`src/bstl_defines.vh`:
```
// constants for the boundary-scan tap logic
// Operation
// - sixteen-state tap machine stepped by tck, tms
// - power-on or unused scan holds test-logic-reset
// - after configuration tap off unless design enables
// - config clear drops latched extest/load/dump decodes
// - three-bit instruction picks tdo and io source
// - 000 extest, 001 sample/preload from data register
// - 010/011 user instructions route user scan outs
// - 100 dump, 101 load disables io, 110 reserved
// - 111 bypass drives tdo from bypass stage
// - instruction bit 0 leaves tdo first
// - capture-ir loads status 1, 0, not-scan-config
// - shift-dr shifts all data registers always
// - three chain bits per io cell, none removed
// - data register captures on rising tck in capture-dr
// - update latch open in update-dr while tck low
// - latch drives io only under extest
// - extest captures every bit including internal outputs
// - global clocks come straight from pins
// - tap pins feed controller before boundary cells
// - tap pin output buffers disabled when scan selected
// - config clock, clear, complete pins not scanned
// - during configuration only sample and bypass work
// - bypass is one stage from tdi to tdo
// - user scan out passes falling-edge flop to tdo
// - user selects high while matching instruction held
// - gated dr clock follows tck in capture/shift-dr
`ifndef BSTL_DEFINES_VH
`define BSTL_DEFINES_VH

// ****************************************************************
// instruction codes
// ****************************************************************
`define BSTL_IR_W        3
`define BSTL_IR_EXTEST   3'h0
`define BSTL_IR_SAMPLE   3'h1
`define BSTL_IR_USER_A   3'h2
`define BSTL_IR_USER_B   3'h3
`define BSTL_IR_DUMP     3'h4
`define BSTL_IR_LOAD     3'h5
`define BSTL_IR_RSVD     3'h6
`define BSTL_IR_BYPASS   3'h7
`define BSTL_IR_RESET    3'h7
`define BSTL_IR_CAP_LOW  2'h1

// ****************************************************************
// chain layout
// ****************************************************************
`define BSTL_NUM_IO      8
`define BSTL_CELL_BITS   3
`define BSTL_CELL_OEN    0
`define BSTL_CELL_OUT    1
`define BSTL_CELL_IN     2
`define BSTL_NUM_TAP_IO  3

// ****************************************************************
// tap state bit indices (one-hot vector)
// ****************************************************************
`define BSTL_ST_W        16
`define BSTL_SI_TLR      0
`define BSTL_SI_RTI      1
`define BSTL_SI_SDS      2
`define BSTL_SI_CDR      3
`define BSTL_SI_SHD      4
`define BSTL_SI_E1D      5
`define BSTL_SI_PDR      6
`define BSTL_SI_E2D      7
`define BSTL_SI_UDR      8
`define BSTL_SI_SIS      9
`define BSTL_SI_CIR      10
`define BSTL_SI_SHI      11
`define BSTL_SI_E1I      12
`define BSTL_SI_PIR      13
`define BSTL_SI_E2I      14
`define BSTL_SI_UIR      15

`endif

```
`src/bstl_scan_chain.v`:
```
// boundary data register with update latches, three bits per io cell
`timescale 1ns/1ps
`include "bstl_defines.vh"
module bstl_scan_chain (
    // clock and reset
    input  wire                                        ref_clk,
    input  wire                                        nrst,
    // strobes and serial data in
    input  wire                                        capture,
    input  wire                                        shift,
    input  wire                                        update,
    input  wire                                        tdi,
    // parallel capture sources
    input  wire [`BSTL_NUM_IO-1:0]                     pinIn,
    input  wire [`BSTL_NUM_IO-1:0]                     coreOut,
    input  wire [`BSTL_NUM_IO-1:0]                     coreOeN,
    // results
    output wire                                        shiftOut,
    output reg  [`BSTL_NUM_IO*`BSTL_CELL_BITS-1:0]     latch_r
);
    localparam LEN = `BSTL_NUM_IO * `BSTL_CELL_BITS;

    reg  [LEN-1:0] shift_r;
    wire [LEN-1:0] capVec;

    // every cell keeps all three bits, used or not
    genvar i;
    generate
        for (i = 0; i < `BSTL_NUM_IO; i = i + 1) begin : gCell
            assign capVec[3*i+`BSTL_CELL_OEN] = coreOeN[i];
            assign capVec[3*i+`BSTL_CELL_OUT] = coreOut[i];
            assign capVec[3*i+`BSTL_CELL_IN]  = pinIn[i];
        end
    endgenerate

    assign shiftOut = shift_r[0];

    // capture, then shift toward tdo at bit 0
    always @(posedge ref_clk) begin
        if (!nrst) begin
            shift_r <= {LEN{1'b0}};
        end else if (capture) begin
            shift_r <= capVec;
        end else if (shift) begin
            shift_r <= {tdi, shift_r[LEN-1:1]};
        end
    end

    // latch follows the shifter while open, whatever the instruction
    always @(posedge ref_clk) begin
        if (!nrst) begin
            latch_r <= {LEN{1'b0}};
        end else if (update) begin
            latch_r <= shift_r;
        end
    end
endmodule // bstl_scan_chain

```
`src/bstl_tap_fsm.v`:
```
// sixteen-state tap controller stepped by sampled tck edges
`timescale 1ns/1ps
`include "bstl_defines.vh"
module bstl_tap_fsm (
    // clock and reset
    input  wire                   ref_clk,
    input  wire                   nrst,
    // control
    input  wire                   forceReset,
    input  wire                   tckRise,
    input  wire                   tms,
    // state
    output reg  [`BSTL_ST_W-1:0]  state_r
);
    localparam [15:0] S_TLR = 16'h0001;
    localparam [15:0] S_RTI = 16'h0002;
    localparam [15:0] S_SDS = 16'h0004;
    localparam [15:0] S_CDR = 16'h0008;
    localparam [15:0] S_SHD = 16'h0010;
    localparam [15:0] S_E1D = 16'h0020;
    localparam [15:0] S_PDR = 16'h0040;
    localparam [15:0] S_E2D = 16'h0080;
    localparam [15:0] S_UDR = 16'h0100;
    localparam [15:0] S_SIS = 16'h0200;
    localparam [15:0] S_CIR = 16'h0400;
    localparam [15:0] S_SHI = 16'h0800;
    localparam [15:0] S_E1I = 16'h1000;
    localparam [15:0] S_PIR = 16'h2000;
    localparam [15:0] S_E2I = 16'h4000;
    localparam [15:0] S_UIR = 16'h8000;

    reg [15:0] state_nxt;

    // standard transition graph, tms level at the rising tck edge
    always @* begin
        case (state_r)
            S_TLR:   state_nxt = tms ? S_TLR : S_RTI;
            S_RTI:   state_nxt = tms ? S_SDS : S_RTI;
            S_SDS:   state_nxt = tms ? S_SIS : S_CDR;
            S_CDR:   state_nxt = tms ? S_E1D : S_SHD;
            S_SHD:   state_nxt = tms ? S_E1D : S_SHD;
            S_E1D:   state_nxt = tms ? S_UDR : S_PDR;
            S_PDR:   state_nxt = tms ? S_E2D : S_PDR;
            S_E2D:   state_nxt = tms ? S_UDR : S_SHD;
            S_UDR:   state_nxt = tms ? S_SDS : S_RTI;
            S_SIS:   state_nxt = tms ? S_TLR : S_CIR;
            S_CIR:   state_nxt = tms ? S_E1I : S_SHI;
            S_SHI:   state_nxt = tms ? S_E1I : S_SHI;
            S_E1I:   state_nxt = tms ? S_UIR : S_PIR;
            S_PIR:   state_nxt = tms ? S_E2I : S_PIR;
            S_E2I:   state_nxt = tms ? S_UIR : S_SHI;
            S_UIR:   state_nxt = tms ? S_SDS : S_RTI;
            default: state_nxt = S_TLR;
        endcase
    end

    // forced reset wins over any tck edge
    always @(posedge ref_clk) begin
        if (!nrst || forceReset) begin
            state_r <= S_TLR;
        end else if (tckRise) begin
            state_r <= state_nxt;
        end
    end
endmodule // bstl_tap_fsm

```
`src/bstl_tap_logic.v`:
```
// top of the boundary-scan tap logic: sync, instruction, bypass, tdo, io muxing
`timescale 1ns/1ps
`include "bstl_defines.vh"
module bstl_tap_logic (
    // clock and reset
    input  wire                          ref_clk,
    input  wire                          nrst,
    // tap pins, taken before any boundary cell
    input  wire                          tckPin,
    input  wire                          tmsPin,
    input  wire                          tdiPin,
    output reg                           tdoOut_r,
    output reg                           tdoOeN_r,
    // configuration status
    input  wire                          cfgClearN,
    input  wire                          cfgDone,
    input  wire                          cfgBusy,
    input  wire                          cfgByScan,
    input  wire                          scanEnabled,
    // configuration datapaths
    input  wire                          readbackData,
    input  wire                          cfgSerialOut,
    output reg                           cfgLoadActive_r,
    output reg                           cfgDumpActive_r,
    // user register hookup
    input  wire                          userScanOutA,
    input  wire                          userScanOutB,
    output reg                           userSelectA_r,
    output reg                           userSelectB_r,
    output reg                           gatedDrClock_r,
    // io cells
    input  wire [`BSTL_NUM_IO-1:0]       padIn,
    input  wire [`BSTL_NUM_IO-1:0]       coreOut,
    input  wire [`BSTL_NUM_IO-1:0]       coreOeN,
    output reg  [`BSTL_NUM_IO-1:0]       padOut_r,
    output reg  [`BSTL_NUM_IO-1:0]       padOeN_r,
    output reg  [`BSTL_NUM_IO-1:0]       coreIn_r,
    // io cells that carry the tap inputs
    input  wire [`BSTL_NUM_TAP_IO-1:0]   tapIoOeN,
    output reg  [`BSTL_NUM_TAP_IO-1:0]   tapIoOeN_r,
    // global clocks
    input  wire [3:0]                    gclkPin,
    output reg  [3:0]                    gclkCore_r
);
    localparam CHAIN_LEN = `BSTL_NUM_IO * `BSTL_CELL_BITS;

    // ****************************************************************
    // functions
    // ****************************************************************

    // during configuration only sample and bypass stay usable
    function [2:0] gateInstr;
        input [2:0] ir;
        input       busy;
        begin
            if (busy && ir != `BSTL_IR_SAMPLE && ir != `BSTL_IR_BYPASS) begin
                gateInstr = `BSTL_IR_BYPASS;
            end else begin
                gateInstr = ir;
            end
        end
    endfunction

    // serial source for tdo while in shift-dr
    function tdoSource;
        input [2:0] ir;
        input       dr;
        input       byp;
        input       ua;
        input       ub;
        input       rb;
        input       cso;
        begin
            case (ir)
                `BSTL_IR_EXTEST: tdoSource = dr;
                `BSTL_IR_SAMPLE: tdoSource = dr;
                `BSTL_IR_USER_A: tdoSource = ua;
                `BSTL_IR_USER_B: tdoSource = ub;
                `BSTL_IR_DUMP:   tdoSource = rb;
                `BSTL_IR_LOAD:   tdoSource = cso;
                `BSTL_IR_BYPASS: tdoSource = byp;
                default:         tdoSource = byp;
            endcase
        end
    endfunction

    // ****************************************************************
    // pin synchronisers
    // ****************************************************************
    reg                    tckS1_r;
    reg                    tckS2_r;
    reg                    tckS3_r;
    reg                    tmsS1_r;
    reg                    tmsS2_r;
    reg                    tdiS1_r;
    reg                    tdiS2_r;
    reg                    clrS1_r;
    reg                    clrS2_r;
    reg [`BSTL_NUM_IO-1:0] padS1_r;
    reg [`BSTL_NUM_IO-1:0] padS2_r;

    // two flops per pin, three on tck; the second stage feeds logic, the third only the tck edge detect
    always @(posedge ref_clk) begin
        if (!nrst) begin
            tckS1_r <= 1'b0;
            tckS2_r <= 1'b0;
            tckS3_r <= 1'b0;
            tmsS1_r <= 1'b1;
            tmsS2_r <= 1'b1;
            tdiS1_r <= 1'b1;
            tdiS2_r <= 1'b1;
            clrS1_r <= 1'b1;
            clrS2_r <= 1'b1;
            padS1_r <= {`BSTL_NUM_IO{1'b0}};
            padS2_r <= {`BSTL_NUM_IO{1'b0}};
        end else begin
            tckS1_r <= tckPin;
            tckS2_r <= tckS1_r;
            tckS3_r <= tckS2_r;
            tmsS1_r <= tmsPin;
            tmsS2_r <= tmsS1_r;
            tdiS1_r <= tdiPin;
            tdiS2_r <= tdiS1_r;
            clrS1_r <= cfgClearN;
            clrS2_r <= clrS1_r;
            padS1_r <= padIn;
            padS2_r <= padS1_r;
        end
    end

    wire tckRise = tckS2_r & ~tckS3_r;
    wire tckFall = ~tckS2_r & tckS3_r;

    // ****************************************************************
    // tap controller
    // ****************************************************************

    // unused after configuration means parked in reset
    wire tapEnable  = ~cfgDone | scanEnabled;
    wire forceReset = ~clrS2_r | ~tapEnable;

    wire [`BSTL_ST_W-1:0] state;

    bstl_tap_fsm uFsm (
        .ref_clk    (ref_clk),
        .nrst       (nrst),
        .forceReset (forceReset),
        .tckRise    (tckRise),
        .tms        (tmsS2_r),
        .state_r    (state)
    );

    wire inTlr = state[`BSTL_SI_TLR];
    wire inCdr = state[`BSTL_SI_CDR];
    wire inShd = state[`BSTL_SI_SHD];
    wire inUdr = state[`BSTL_SI_UDR];
    wire inCir = state[`BSTL_SI_CIR];
    wire inShi = state[`BSTL_SI_SHI];
    wire inUir = state[`BSTL_SI_UIR];

    // ****************************************************************
    // instruction register
    // ****************************************************************
    reg [`BSTL_IR_W-1:0] irShift_r;
    reg [`BSTL_IR_W-1:0] irActive_r;
    reg                  extestLat_r;

    // status capture, then shift with bit 0 nearest tdo
    always @(posedge ref_clk) begin
        if (!nrst) begin
            irShift_r <= `BSTL_IR_RESET;
        end else if (tckRise && inCir) begin
            irShift_r <= {~cfgByScan, `BSTL_IR_CAP_LOW};
        end else if (tckRise && inShi) begin
            irShift_r <= {tdiS2_r, irShift_r[2:1]};
        end
    end

    // new instruction takes effect on the falling edge in update-ir
    always @(posedge ref_clk) begin
        if (!nrst || inTlr) begin
            irActive_r <= `BSTL_IR_RESET;
        end else if (tckFall && inUir) begin
            irActive_r <= irShift_r;
        end
    end

    wire [2:0] irEff = gateInstr(irActive_r, cfgBusy);

    // latched decodes; config clear drops them at once
    always @(posedge ref_clk) begin
        if (!nrst || !clrS2_r) begin
            extestLat_r     <= 1'b0;
            cfgLoadActive_r <= 1'b0;
            cfgDumpActive_r <= 1'b0;
        end else begin
            extestLat_r     <= (irEff == `BSTL_IR_EXTEST);
            cfgLoadActive_r <= (irEff == `BSTL_IR_LOAD);
            cfgDumpActive_r <= (irEff == `BSTL_IR_DUMP);
        end
    end

    // ****************************************************************
    // data registers
    // ****************************************************************
    reg                  bypass_r;
    wire                 drOut;
    wire [CHAIN_LEN-1:0] latch;

    // single bypass stage, shifting in every shift-dr
    always @(posedge ref_clk) begin
        if (!nrst) begin
            bypass_r <= 1'b0;
        end else if (tckRise && inCdr) begin
            bypass_r <= 1'b0;
        end else if (tckRise && inShd) begin
            bypass_r <= tdiS2_r;
        end
    end

    // chain holds io cells only; config pins have no cells
    bstl_scan_chain uChain (
        .ref_clk  (ref_clk),
        .nrst     (nrst),
        .capture  (tckRise & inCdr),
        .shift    (tckRise & inShd),
        .update   (inUdr & ~tckS2_r),
        .tdi      (tdiS2_r),
        .pinIn    (padS2_r),
        .coreOut  (coreOut),
        .coreOeN  (coreOeN),
        .shiftOut (drOut),
        .latch_r  (latch)
    );

    // ****************************************************************
    // tdo output stage
    // ****************************************************************

    // falling-edge stage also serves as the user scan delay flop
    always @(posedge ref_clk) begin
        if (!nrst) begin
            tdoOut_r <= 1'b0;
            tdoOeN_r <= 1'b1;
        end else if (tckFall) begin
            tdoOeN_r <= ~(inShi | inShd);
            if (inShi) begin
                tdoOut_r <= irShift_r[0];
            end else begin
                tdoOut_r <= tdoSource(irEff, drOut, bypass_r, userScanOutA,
                                      userScanOutB, readbackData,
                                      cfgSerialOut);
            end
        end else if (inTlr) begin
            tdoOeN_r <= 1'b1;
        end
    end

    // ****************************************************************
    // user register hookup
    // ****************************************************************

    // gated clock is a delayed copy of tck, low outside dr capture/shift
    always @(posedge ref_clk) begin
        if (!nrst) begin
            userSelectA_r  <= 1'b0;
            userSelectB_r  <= 1'b0;
            gatedDrClock_r <= 1'b0;
        end else begin
            userSelectA_r  <= (irEff == `BSTL_IR_USER_A);
            userSelectB_r  <= (irEff == `BSTL_IR_USER_B);
            gatedDrClock_r <= tckS2_r & (inCdr | inShd);
        end
    end

    // ****************************************************************
    // io cell muxing
    // ****************************************************************
    wire [`BSTL_NUM_IO-1:0] latOeN;
    wire [`BSTL_NUM_IO-1:0] latOut;
    wire [`BSTL_NUM_IO-1:0] latIn;

    genvar g;
    generate
        for (g = 0; g < `BSTL_NUM_IO; g = g + 1) begin : gLat
            assign latOeN[g] = latch[3*g+`BSTL_CELL_OEN];
            assign latOut[g] = latch[3*g+`BSTL_CELL_OUT];
            assign latIn[g]  = latch[3*g+`BSTL_CELL_IN];
        end
    endgenerate

    // latch data reaches pins and core only under extest
    always @(posedge ref_clk) begin
        if (!nrst) begin
            padOut_r <= {`BSTL_NUM_IO{1'b0}};
            padOeN_r <= {`BSTL_NUM_IO{1'b1}};
            coreIn_r <= {`BSTL_NUM_IO{1'b0}};
        end else begin
            padOut_r <= extestLat_r ? latOut : coreOut;
            coreIn_r <= extestLat_r ? latIn : padS2_r;
            if (cfgLoadActive_r) begin
                padOeN_r <= {`BSTL_NUM_IO{1'b1}};
            end else begin
                padOeN_r <= extestLat_r ? latOeN : coreOeN;
            end
        end
    end

    // tap input pads never drive while scan is selected; clocks never muxed
    always @(posedge ref_clk) begin
        if (!nrst) begin
            tapIoOeN_r <= {`BSTL_NUM_TAP_IO{1'b1}};
            gclkCore_r <= 4'h0;
        end else begin
            tapIoOeN_r <= tapEnable ? {`BSTL_NUM_TAP_IO{1'b1}} : tapIoOeN;
            gclkCore_r <= gclkPin;
        end
    end
endmodule // bstl_tap_logic

```
`config.mk`:
```
export PLATFORM = sky130hd
export DESIGN_NAME = bstl_tap_logic
export DESIGN_NICKNAME = d
export VERILOG_FILES = /design/src/bstl_scan_chain.v /design/src/bstl_tap_fsm.v /design/src/bstl_tap_logic.v
export VERILOG_INCLUDE_DIRS = /design/src /design/src/src
export SDC_FILE = /design/constraint.sdc
export NUM_CORES = 1
export LEC_CHECK = 0
export BUFFER_PORTS_ARGS = -buffer_cell sky130_fd_sc_hd__buf_2
export CORE_MARGIN = 1
export CORE_UTILIZATION = 55
export DETAILED_ROUTE_END_ITERATION = 10
export GPL_ROUTABILITY_DRIVEN = 0
export PLACE_DENSITY_LB_ADDON = 0.1
export SLEW_MARGIN = 20
export SYNTH_ARGS = -nofsm -noshare
export SYNTH_HDL_FRONTEND = slang
export SYNTH_SLANG_ARGS = --single-unit
```
`constraint.sdc`:
```
create_clock -name ref_clk -period 4.6 [get_ports ref_clk]
set_input_delay 0.46 -clock ref_clk [delete_from_list [all_inputs] [get_ports ref_clk]]
set_output_delay 0.46 -clock ref_clk [all_outputs]
set_load 0.1 [all_outputs]
```
; ---- After elaboration in Yosys (flattened, before gate mapping)
; Index checks and enable logic that the tools add are counted.
; Widths: inputs -> output; s select.
[totals]
mem_count = 0
inputBits = 45
latchBits = 0
mem_bits_ro = 0
regBits = 135
ram_bits = 0
word_cells = 121
[op_classes]
n_div = 0
n_mux = 25
add_sub_neg = 0
shift = 0
reduce_logical = 24
eq_ne = 23
n_mul = 0
n_lt_le_gt_ge = 0
bitwise_logic = 18
[op_table]
columns = cell, count
row1 = $pmux 16 s12, 1
row2 = $mux 24, 2
row3 = $mux 16, 2
row4 = $mux 8, 4
row5 = $mux 9, 2
row6 = $eq 16x1->1 const B, 1
row7 = $eq 16x10->1 const B, 1
row8 = $eq 16x11->1 const B, 1
row9 = $eq 16x12->1 const B, 1
row10 = $eq 16x13->1 const B, 1
row11 = $eq 16x14->1 const B, 1
row12 = $eq 16x15->1 const B, 1
row13 = $eq 16x16->1 const B, 1
row14 = $eq 16x2->1 const B, 1
row15 = $eq 16x3->1 const B, 1
row16 = $eq 16x4->1 const B, 1
row17 = $eq 16x5->1 const B, 1
row18 = $eq 16x6->1 const B, 1
row19 = $eq 16x7->1 const B, 1
row20 = $eq 16x8->1 const B, 1
row21 = $eq 16x9->1 const B, 1
row22 = $mux 15, 1
row23 = $reduce_or 2->1, 7
row24 = $mux 13, 1
row25 = 21 further kinds, 54

; ---- Logic depth before layout (Yosys ltp)
[depth]
depth_word = 8
mapped_depth = 6
ltp_nobuf = 5

; ---- Cells and area by module
; Synthesis repeated with hierarchy kept, for this count alone.
[hier_totals]
cells_unflattened = 554
hier_area_um2 = 5694.2
[modules_own_cells]
columns = module, cells_per_inst, area_each_um2, n_inst
row1 = bstl_tap_logic, 220, 2423.6, 1
row2 = bstl_scan_chain, 184, 2199.6, 1
row3 = bstl_tap_fsm, 150, 1071.0, 1

; ---- Worst setup path before layout
; Ideal clock, no wire load.
[synth_path]
path_type = reg2reg
start = register uFsm.state_r[4]
end = register uFsm.state_r[0]
t_required_ns = 4.477
setup_ns = 0.123
slack_ns = 2.696
arrival_time_ns = 1.781
path_buffers = 1
path_stages_with_launch = 7
path_cell_list = dfxtp_1 buf_6 or4_4 or4_4 nor3_1 or3_1 o21ai_0
[synth_between]
elab_chain_len = 3
[synth_rtl]
columns = element, line_no
row1 = "start, declared", bstl_tap_fsm.v:13  ; output reg [`BSTL_ST_W-1:0] state_r
row2 = "start signal, assigned", bstl_tap_fsm.v:62  ; state_r <= state_nxt;
row3 = $eq 16x2->1 (tied with other cells), bstl_tap_fsm.v:36  ; case (state_r)
row4 = $reduce_or 3->1 (no source line) / $reduce_or 2->1 (equally long branches), --
row5 = $pmux 16 s12 *, bstl_tap_fsm.v:36
; Every way passes the cells marked *; elsewhere a longest branch is shown, timed or not.
; A chain may end at the register's enable or synchronous reset.

; ---- Worst setup path after layout
[layout_path]
start = register uFsm.state_r[8]
end = register uFsm.state_r[0]
; The elaborated chain is that of the path after synthesis.

==> metrics.md <==
| Metric | Value |
|---|---|
| Mux contribution to synthesized area | 0.04597 |
| Class of the tightest hold or removal check | in2reg |
| Arrival time at the worst endpoint | 2.54 ns |
| Routed length per placed instance | 14.06 um |
| Worst reg2reg path endpoint | uFsm.state_r[0] |
| DIE AREA | 0.01035 sq mm |
| Core box area | 0.009684 sq mm |
| Slew @ Worst Pin | 1.067 ns |
| Clk pin slew, worst setup/hold paths | 0.06 ns |
| Smallest hold slack | 0.1253 ns |
| Pin count of the biggest net entering global routing | 94 |
| Post-synth top area cell | sky130_fd_sc_hd__dfxtp_1 |
| Remaining global-route overflow | 0 |
| GRT Overall Usage | 0.2411 |
| Number of synthesized register bits | 135 |
| Total Power Consumption | 2.598 mW |
| Clk Tree Root Cell | sky130_fd_sc_hd__clkbuf_8 |
| Initial DRC count | 295 |
| Share of the core filled with cells in the final layout | 0.6629 |
| Io pins | 83 |
| Share of synthesized cell area in and, or, nand and nor gates | 0.2489 |
| Post-synth design cell area | 0.005470 sq mm |
| Port Buf Inserts | 82 |
| Worst slack after detailed placement | 2.579 ns |
| Share of the clock period used by the worst path | 0.4656 |
| Antenna Cells | 0 |
| Number of enable flip-flop cells after synthesis | 0 |
| Number of cells in the design after placement | 804 |
| Unrepaired setup endpoints after global routing | false |
| Outcome | complete, no violations |
| Fin area | 0.006420 sq mm |
| Post-synthesis share of cell area spent on xor and xnor gates | 0.01281 |
| Num CTS Buffers | 17 |
| Fraction of synthesis flops using an asynchronous set or reset pin | 0 |
| Residual antenna-violating net count after detailed routing | 0 |
| Insertion delay to the later sink of the worst-skew pair | 0.52 ns |
| Area fraction in compound gates after synthesis | 0.1542 |
| Hold buffers post-CTS | 0 |
| Maximum fanout count along the critical path | 8 |
| Via count of the first global-routing pass | 4157 |
| Number of slew-limit violations in the final report | 0 |
| Vert. Die Dim | 101.7 um |
| Ratio of total power to cell area | 404.7 mW/mm^2 |
| CTS tree | built |
| Register-to-register path setup slack | 2.46 ns |
| Startpoint of the lowest-slack hold path | tapIoOeN[2] |
| Layout Skew | 0.005907 ns |
| Reported max-cap violation count | 0 |
| Synth top area share | 0.4941 |
| Worst R2R Path Depth | 5 |
| Post-CTS setup buffer count | 0 |
| Number of cells traversed by the worst hold path | 2 |
| Total vias in the final route | 4568 |
| Setup slack of the critical path after layout | 2.458 ns |
| Post-CTS sizing | 0 |
| Antenna violations before repair | 0 |
| 1st-pass router iterations | 5 |
| DRC Markers | 0 |
| Share of final-layout standard cells stronger than drive strength 1 | 0.1906 |
| Half-perimeter wire length after detailed placement | 7.126 mm |
| Number of failing setup endpoints in the final timing report | 0 |
| Net count of the mapped netlist | 682 |
| Initial Util | 0.5649 |
| CTS sink count | 135 |
| Most used flip-flop cell after synthesis | sky130_fd_sc_hd__dfxtp_1 |
| Final sum of negative setup slack | 0 ns |
| Total count of hold-check failures in the final report | 0 |
| Wire length of the first global-routing pass | 19.38 mm |
| Slew HR | 0.2852 |
| Leading post-synthesis cells by cell area | sky130_fd_sc_hd__dfxtp_1 49%, sky130_fd_sc_hd__nand2_1 6.7%, sky130_fd_sc_hd__o21ai_0 4.9% |
| Worst R2R Start | uFsm.state_r[8] |
| Upper clock frequency limit | 466.9 MHz |
| Max Buffers Root-to-Sink | 2 |
| DR vias/cell | 5.464 |
| Maximum level of the CTS H-tree | 4 |
| Number of distinct library cell variants in the gate-level netlist after synthesis | 52 |
| Adder-Cell Fraction of Synth Area | 0 |
| Standard cell area after detailed placement | 0.005874 sq mm |
| Ys Warns | 0 |
| Critical path capture point type | flip-flop |
| Num rows | 36 |
| Data required time at the worst endpoint | 5.00 ns |
| P&R area growth vs syn | 17.36% |
| Time the final worst path needs with I/O delays and setup | 2.142 ns |
| Commonest non-fill, non-tap cell in the layout | sky130_fd_sc_hd__dfxtp_1 |
| Hold Path End | tapIoOeN_r[2] |
| Layout Cells excl Fill | 836 |
| Max rail drop VDD | 206.8 uV |
| Largest family of logic cells by synthesized area | simple AND/OR/NAND/NOR gates |
| Sequential-to-total area share from yosys stat | 0.4941 |
| Commonest cells after routing, fill and taps aside | 135 x sky130_fd_sc_hd__dfxtp_1, 98 x sky130_fd_sc_hd__nand2_1, 82 x sky130_fd_sc_hd__buf_2 |
| Worst setup path category | reg2reg |
| Cell leakage power | 2.434 nW |
| Critical path launch point type | flip-flop |
| Routed WL | 11.75 mm |
| Die outline width | 101.7 um |
| Gate count after technology mapping | 637 |
| Total number of nets in the final design | 735 |
| Post-synthesis average cell area | 8.588 sq um |
## routing by layer
layer | part of all wire | GRT usage | vias to the layer above
met3 | 0.060 | 0.06970 | 20
met5 | 0 | 0 | -
met1 | 0.46 | 0.3113 | 2112
li1 | - | - | 2281
met2 | 0.47 | 0.3851 | 155
met4 | 0.012 | 0.08361 | 0
## kinds of logic (layout without fill, tap and decap cells)
group	after synthesis	count (layout)
buf+inv	58	124
compound gates	142	142
mux	25	25
simple gates	269	269
flops	135	135
xor+xnor	8	8
## flip-flops by register name (all words and copies together) (netlist names), 3 cells and up
register        count
padOeN_r            8
irShift_r           3
uFsm.state_r       16
padS2_r             8
tapIoOeN_r          3
gclkCore_r          4
uChain.latch_r     24
padS1_r             8
coreIn_r            8
irActive_r          3
uChain.shift_r     24
padOut_r            8
## worst max-delay path, cell delays in order (launching register included)
cell and delay [ns]:
sky130_fd_sc_hd__dfxtp_1 0.40, sky130_fd_sc_hd__or4_1 0.66, sky130_fd_sc_hd__nor4_1 0.56, sky130_fd_sc_hd__o211ai_1 0.19, sky130_fd_sc_hd__nand4_1 0.13, sky130_fd_sc_hd__o21ai_0 0.08
## Yosys cell counts (all sizes together) (2+ instances only)
| master | number |
|---|---|
| and3 | 2 |
| nand2b | 13 |
| and2 | 24 |
| clkbuf | 46 |
| mux2i | 24 |
| nand2 | 98 |
| nor3b | 4 |
| dfxtp | 135 |
| nand4 | 4 |
| a21oi | 38 |
| xnor2 | 6 |
| a22oi | 7 |
| nor2 | 46 |
| or4 | 5 |
| inv | 3 |
| a32oi | 2 |
| a31oi | 2 |
| buf | 9 |
| or3 | 4 |
| nand3b | 2 |
| o211ai | 4 |
| nand3 | 8 |
| nor3 | 7 |
| nor4b | 2 |
| o21ai | 54 |
| a21boi | 24 |
| or2 | 4 |
| nor4 | 12 |
| nor2b | 30 |
| xor2 | 2 |
| o22ai | 3 |
## power breakdown
group / internal (mW) / switching (mW)
registers: 1.19 / 0.00818
logic: 0.0455 / 0.137
clock network: 0.718 / 0.497
## area by class of cell
class                      count  area (sq um)
sequential                   135          2703
inverter                       3         11.26
clock buffer                  22         473.0
tap                          133         166.4
clock inverter                10         70.07
fill                         846          3264
multi-input combinational    444          2534
timing repair buffer          89         462.9
## worst max path at each step
stage | start | slack (ns) | end
floorplan | uFsm.state_r[4] | 2.70 | uFsm.state_r[0]
global placement | uFsm.state_r[8] | 2.62 | uFsm.state_r[0]
detailed placement | uFsm.state_r[8] | 2.58 | uFsm.state_r[0]
CTS | uFsm.state_r[8] | 2.53 | uFsm.state_r[0]
global route | uFsm.state_r[8] | 2.32 | uFsm.state_r[0]
finish | uFsm.state_r[8] | 2.46 | uFsm.state_r[0]
Power figures use the tool's default switching activity.
